**src/fbd_error_map.svh**
```systemverilog
`ifndef FBD_ERROR_MAP_SVH
`define FBD_ERROR_MAP_SVH
// byte offsets in configuration space
`define OFS_FATAL_FIRST 8'h98
`define OFS_FATAL_NEXT 8'h9c
`define OFS_NF_FIRST 8'ha0
`define OFS_NF_NEXT 8'ha4
`define OFS_REPORT_MASK 8'ha8
`define OFS_PIN0_MASK 8'hac
// writable bits
`define FATAL_FLAGS 32'h0040_0007
`define NF_FLAGS 32'h01e7_efff
`define INDEX_FIELD 32'h3000_0000
`define MASK_BITS 32'h0fff_ffff
`define MASK_RESET 32'h0fff_ffff
`define LOG_RESET 32'h0000_0000
// index field position
`define INDEX_LO 28
// fatal log bit positions
`define FAT_NRFR_BIT 22
// fatal bits whose channel low bit is meaningful; the timeout names a branch only
`define FATAL_CHAN_BITS 32'h0000_0007
// non-fatal bits whose channel low bit is meaningful
`define NF_CHAN_BITS 32'h01e6_0e00
// non-fatal bits for which index is valid
`define NF_IDX_BITS 32'h01e7_efff
`endif

```
**src/fbd_error_pkg.sv**
```systemverilog
package fbd_error_pkg;
  // error source from one branch/channel
  typedef struct packed {
    logic [1:0] chan;
  } error_src_t;
  // register bus request
  typedef struct packed {
    logic rd;
    logic wr;
    logic [7:0] addr;
    logic [31:0] wdata;
  } cfg_req_t;
  // all state of the logger
  typedef struct packed {
    logic [31:0] fatal_first;
    logic [31:0] fatal_next;
    logic [31:0] nf_first;
    logic [31:0] nf_next;
    logic [31:0] report_mask;
    logic [31:0] pin0_mask;
    logic [31:0] rdata;
    logic err0;
  } log_state_t;
endpackage

```
**src/fbd_memory_error_logging.sv**
```systemverilog
`timescale 1ns/1ps
`default_nettype none
`include "fbd_error_map.svh"
// Function
// - later fatal errors go to next register
// - first nonfatal captured, simultaneous flags allowed
// - on ties, lowest branch, then lowest channel wins
// - index from highest set error bit
// - two-bit index at bits 29:28
// - ecc index names branch, 0 or 2
// - channel low bit only for listed errors
// - fatal next bits 22,2,1,0
// - nonfatal bits 24..17 placement
// - nonfatal ecc bits 16..0 placement
// - crc 11, config write 10, write 9
// - flags reset zero, sticky, write-one clears
// - mask zero enables, resets to one
// - mask bit n-1 for error n
// - pin0 mask gates error-0 output
// - fast reset timeout index names branch
module fbd_memory_error_logging
  import fbd_error_pkg::*;
(
  input wire logic core_clk, // core clock, 200 MHz
  input wire logic resetn, // power-good reset, active low
  input wire cfg_req_t cfg_req, // configuration access
  output logic [31:0] cfg_rdata, // read data, one cycle after rd
  input wire logic [3:0][31:0] fatal_event, // fatal pulses per channel, log layout
  input wire logic [3:0][31:0] nf_event, // nonfatal pulses per channel, log layout
  output logic err0_n // error-0 output, active low
);
  log_state_t state;
  log_state_t next_state;

  // merge the four channels of one event word
  function automatic logic [31:0] merge(input logic [3:0][31:0] ev);
    merge = ev[0] | ev[1] | ev[2] | ev[3];
  endfunction

  // index of highest error bit, lowest channel first on ties
  // reserved event bits are ignored so they can never steer the index
  function automatic logic [1:0] pick_index(input logic [3:0][31:0] ev,
                                            input logic [31:0] flag_bits,
                                            input logic [31:0] chan_bits);
    logic [1:0] idx;
    logic found;
    idx = 2'd0;
    found = 1'b0;
    for (int b = 27; b >= 0; b--) begin
      for (int c = 0; c < 4; c++) begin
        if (!found && flag_bits[b] && ev[c][b]) begin
          found = 1'b1;
          // branch only unless channel bit is meaningful
          idx = chan_bits[b] ? 2'(c) : {c[1], 1'b0};
        end
      end
    end
    pick_index = idx;
  endfunction

  // map log layout to mask layout (bit n-1 per error n)
  function automatic logic [31:0] to_mask_view(input logic [31:0] f, input logic [31:0] n);
    logic [31:0] m;
    m = 32'h0000_0000;
    m[2:0] = f[2:0];
    m[22] = f[`FAT_NRFR_BIT];
    m[11:3] = n[8:0];
    m[14:12] = n[11:9];
    m[19:16] = n[16:13];
    m[21:20] = n[18:17];
    m[27:24] = n[24:21];
    to_mask_view = m;
  endfunction

  logic [31:0] fat_all;
  logic [31:0] nf_all;
  logic [31:0] wmask;
  logic [31:0] fat_new;
  logic [31:0] nf_new;

  // next-state logic
  always_comb begin
    next_state = state;
    fat_all = merge(fatal_event) & `FATAL_FLAGS;
    nf_all = merge(nf_event) & `NF_FLAGS;
    wmask = cfg_req.wdata;
    // write-one clear, then events set so set wins
    if (cfg_req.wr) begin
      case (cfg_req.addr)
        `OFS_FATAL_FIRST: next_state.fatal_first = state.fatal_first & ~(wmask & (`FATAL_FLAGS | `INDEX_FIELD));
        `OFS_FATAL_NEXT: next_state.fatal_next = state.fatal_next & ~(wmask & `FATAL_FLAGS);
        `OFS_NF_FIRST: next_state.nf_first = state.nf_first & ~(wmask & (`NF_FLAGS | `INDEX_FIELD));
        `OFS_NF_NEXT: next_state.nf_next = state.nf_next & ~(wmask & `NF_FLAGS);
        `OFS_REPORT_MASK: next_state.report_mask = wmask & `MASK_BITS;
        `OFS_PIN0_MASK: next_state.pin0_mask = wmask & `MASK_BITS;
        default: ;
      endcase
    end
    fat_new = fat_all;
    nf_new = nf_all;
    // fatal: first when empty, otherwise next
    if (fat_new != 32'h0000_0000) begin
      if ((state.fatal_first & `FATAL_FLAGS) == 32'h0000_0000) begin
        next_state.fatal_first = next_state.fatal_first | fat_new;
        next_state.fatal_first[29:28] = pick_index(fatal_event, `FATAL_FLAGS,
                                                   `FATAL_CHAN_BITS);
      end else begin
        next_state.fatal_next = next_state.fatal_next | fat_new;
      end
    end
    // nonfatal: same scheme
    if (nf_new != 32'h0000_0000) begin
      if ((state.nf_first & `NF_FLAGS) == 32'h0000_0000) begin
        next_state.nf_first = next_state.nf_first | nf_new;
        if ((nf_new & `NF_IDX_BITS) != 32'h0000_0000) begin
          next_state.nf_first[29:`INDEX_LO] = pick_index(nf_event, `NF_FLAGS,
                                                         `NF_CHAN_BITS);
        end
      end else begin
        next_state.nf_next = next_state.nf_next | nf_new;
      end
    end
    // error-0 output from flags enabled in both masks
    next_state.err0 = |(to_mask_view(state.fatal_first | state.fatal_next,
                                     state.nf_first | state.nf_next)
                        & ~state.report_mask & ~state.pin0_mask & `MASK_BITS);
    // registered read data
    next_state.rdata = 32'h0000_0000;
    if (cfg_req.rd) begin
      case (cfg_req.addr)
        `OFS_FATAL_FIRST: next_state.rdata = state.fatal_first;
        `OFS_FATAL_NEXT: next_state.rdata = state.fatal_next;
        `OFS_NF_FIRST: next_state.rdata = state.nf_first;
        `OFS_NF_NEXT: next_state.rdata = state.nf_next;
        `OFS_REPORT_MASK: next_state.rdata = state.report_mask;
        `OFS_PIN0_MASK: next_state.rdata = state.pin0_mask;
        default: next_state.rdata = 32'h0000_0000;
      endcase
    end
  end

  // state register; power-good reset clears the flags and sets the masks to one
  always_ff @(posedge core_clk or negedge resetn) begin
    if (!resetn) begin
      state.fatal_first <= `LOG_RESET;
      state.fatal_next <= `LOG_RESET;
      state.nf_first <= `LOG_RESET;
      state.nf_next <= `LOG_RESET;
      state.report_mask <= `MASK_RESET;
      state.pin0_mask <= `MASK_RESET;
      state.rdata <= 32'h0000_0000;
      state.err0 <= 1'b0;
    end else begin
      state <= next_state;
    end
  end

  assign cfg_rdata = state.rdata;
  assign err0_n = ~state.err0;
endmodule
`default_nettype wire

```
**config.mk**
```make
export PLATFORM = sky130hd
export DESIGN_NAME = fbd_memory_error_logging
export DESIGN_NICKNAME = d
export VERILOG_FILES = /design/src/fbd_error_pkg.sv /design/src/fbd_memory_error_logging.sv
export VERILOG_INCLUDE_DIRS = /design/src
export SDC_FILE = /design/constraint.sdc
export NUM_CORES = 1
export LEC_CHECK = 0
export BUFFER_PORTS_ARGS = -buffer_cell sky130_fd_sc_hd__buf_2
export CAP_MARGIN = 20
export CORE_MARGIN = 2
export CORE_UTILIZATION = 30
export DETAILED_ROUTE_END_ITERATION = 16
export GPL_ROUTABILITY_DRIVEN = 1
export MAX_ROUTING_LAYER = met4
export PLACE_DENSITY_LB_ADDON = 0.15
export SLEW_MARGIN = 20
export SYNTH_ARGS = -nofsm -noshare
export SYNTH_HDL_FRONTEND = slang
export SYNTH_SLANG_ARGS = --single-unit
```
**constraint.sdc**
```tcl
create_clock -name core_clk -period 1.8 [get_ports core_clk]
set_clock_uncertainty 0.05 [all_clocks]
set_input_delay 0.36 -clock core_clk [delete_from_list [all_inputs] [get_ports core_clk]]
set_output_delay 0.36 -clock core_clk [all_outputs]
set_load 0.01 [all_outputs]
```
==> metrics.cfg <==
[finish]
layout_common_cells=176 x buf_2, 164 x buf_4, 114 x nand2_1
layout_commonest_cell=buf_2
drive_gt1_share_pct=51.1
fin_area_um2=10800
nets=1385
nFillCells=2469
syn2layout_area_growth_pct=45.5
finalNonFillerCells=1424

[die]
die_w_um=162
start_util_pct=30.6
dieArea_um2=26100
ioPinCount=333
core_um2=24400
die_h_um=162
rows=57

[yosys]
ys_warn_count=0
netlist_area_um2=7450
yosys_register_bits=143
ys_seq_area_share_pct=49.0
synth.distinct_cells=60
avgSynthCellArea_um2=9.78
synth_edf_count=0
synth_cells=762
synthFlopType=dfrtp_1
async_reset_ff_share_pct=100

[global_route]
grt_max_degree=54
grt_pass1_vias=7159
grt-ovfl-total=0
grt_pass1_wl_um=39300
antenna_found_initial=2
track_usage_pct=20.1

[sta]
slew_violations=0
post-route-period-util_pct=113
tightestPinTransition_ns=0.465
slew_headroom_pct=68.2
fin_crit_ns=2.04
setup_viol=45
timing.hold.ws_ns=0.142
fmax_ghz=0.490
rsz0062_at_grt=true
worst_slack_ns=-0.239
hold_viol_final=0

[placed_design]
place_ws_ns=-0.475
dpl_cell_area_um2=10000
place.detailed.hpwl_um=19300
io_buffers=176
place_inst=1383
gp_congestion=0.828

[critical_path]
worst_path_max_delay_cell=dfrtp_1
path_max_fanout=15
worst-path-buf-inv=3
worst-path-stages=8
worstSetupStartpointType=flip-flop
max_stage_delay_ns=0.39
crit_family=simple AND/OR/NAND/NOR gates
arrival_ns=2.33
worst-setup-path-type=reg2reg
crit_path_end_kind=flip-flop
reg2regPathDepth=8
worstPathCellList=nor4_2, buf_4, nand4_1, nor4_4, inv_2, a31o_4, buf_12, a32oi_2
crit_start=state[137]
required_ns=2.09
r2r_start=state[137]

[clock_tree]
cts_root_buf=clkbuf_16
clkSinkCount=143
htreeDepth=4
clk_pin_slew_ns=0.06
clk_latency_ns=0.42
clk_path_buf_depth=2
cts_tree=built
cts_made_buffers=17

[job]
cap_violations=0

[routing]
wl_um=25300
drc_errors=0
route.met3.wl_um=1080
drt_pass1_iterations=5
dr_total_vias=7189
viasPerCell=5.05
wl_met1_um=11900
routedWlPerCell_um=17.8
wl_met2_um=11800
drt-initial-drc-count=435
ant_nets=0
dr.max_layer_used=met4

[outcome]
status=complete, but fails checks
violations=setup timing

[hold_path]
min-delay-path-class=in2reg
hold_path_depth=2
hp-start=cfg_req[26]

[pwr]
ir_drop_mv=0.655
power.total_w=0.00785
p_per_area_nw_per_um2=724
power_leakage_nw=4.72

## sequential cells by signal, indices dropped and copies added (netlist names)
signal	cells
state	113
cfg_rdata	30
## synthesized netlist by cell type (15+ instances only)
library cell  count  area [µm²]
a222oi_1         19         190
clkbuf_1         15        56.3
nand2_1         114         428
nor3_1           27         135
dfstp_2          56        1470
mux2_2           60         676
o21ai_0          83         415
nor2_1           65         244
a21oi_1          28         140
dfrtp_1          87        2180
nor4_1           30         188
buf_4            34         255
## path summary, 6_finish.rpt
kind,slack (ns),to
hold reg to reg,0.45,state[100]
hold / removal,0.14,state[59]
setup reg to reg,-0.24,state[158]
min in group asynchronous,0.29,cfg_rdata[23]
max in group asynchronous,0.73,state[33]
setup / recovery,-0.24,state[158]
## layout make-up
type                    instances  area (µm²)  share of cell area (%)
inverters                       9        33.8                   0.311
repair buffers                363        2530                    23.3
clock inverters                11         131                    1.21
well taps                     324         405                    3.74
flip-flops and latches        143        3650                    33.6
clock buffers                  21         460                    4.24
diodes                          2        5.00                  0.0461
multi-input cells             551        3640                    33.5
## power by group
part	internal, W	switching [W]
Clock	0.00213	0.00138
Combinational	0.000445	0.000452
Sequential	0.00337	0.0000852
Total	0.00594	0.00192
## worst reg2reg max path, stage by stage, from the launching register on
cell	delay, ns
dfrtp_1	0.39
nor4_2	0.31
buf_4	0.17
nand4_1	0.16
nor4_4	0.28
inv_2	0.08
a31o_4	0.23
buf_12	0.15
a32oi_2	0.14
## per-layer routing
metal,vias to the layer above,global-route usage [%]
met2,234,31.5
li1,3449,-
met3,29,3.00
met1,3477,26.8
met4,0,6.72
met5,-,-
## metrics by stage
stage	util, %	TNS, ns
2_1_floorplan	-	-1.55
3_3_place_gp	41.0	-39.80
3_5_place_dp	41.0	-40.10
4_1_cts	44.2	-7.38
5_1_grt	44.5	-12.19
6_report	44.5	-8.08
## kinds of logic after synthesis
group           share of synthesized area, %
buf+inv                                 5.37
simple gates                            19.6
flops                                   49.0
mux                                     9.33
compound gates                          16.7
other cells                           0.0503
## repair_timing
action                                 in CTS  in global routing
setup endpoints to repair                  47                 48
resized for setup                          42                 17
buffers inserted                            4                  0
hold buffers                                1                  0
pin swaps                                  15                  5
endpoints found under the hold margin      15                  0
cloned                                      2                  0
(Power assumes the default switching activity.)
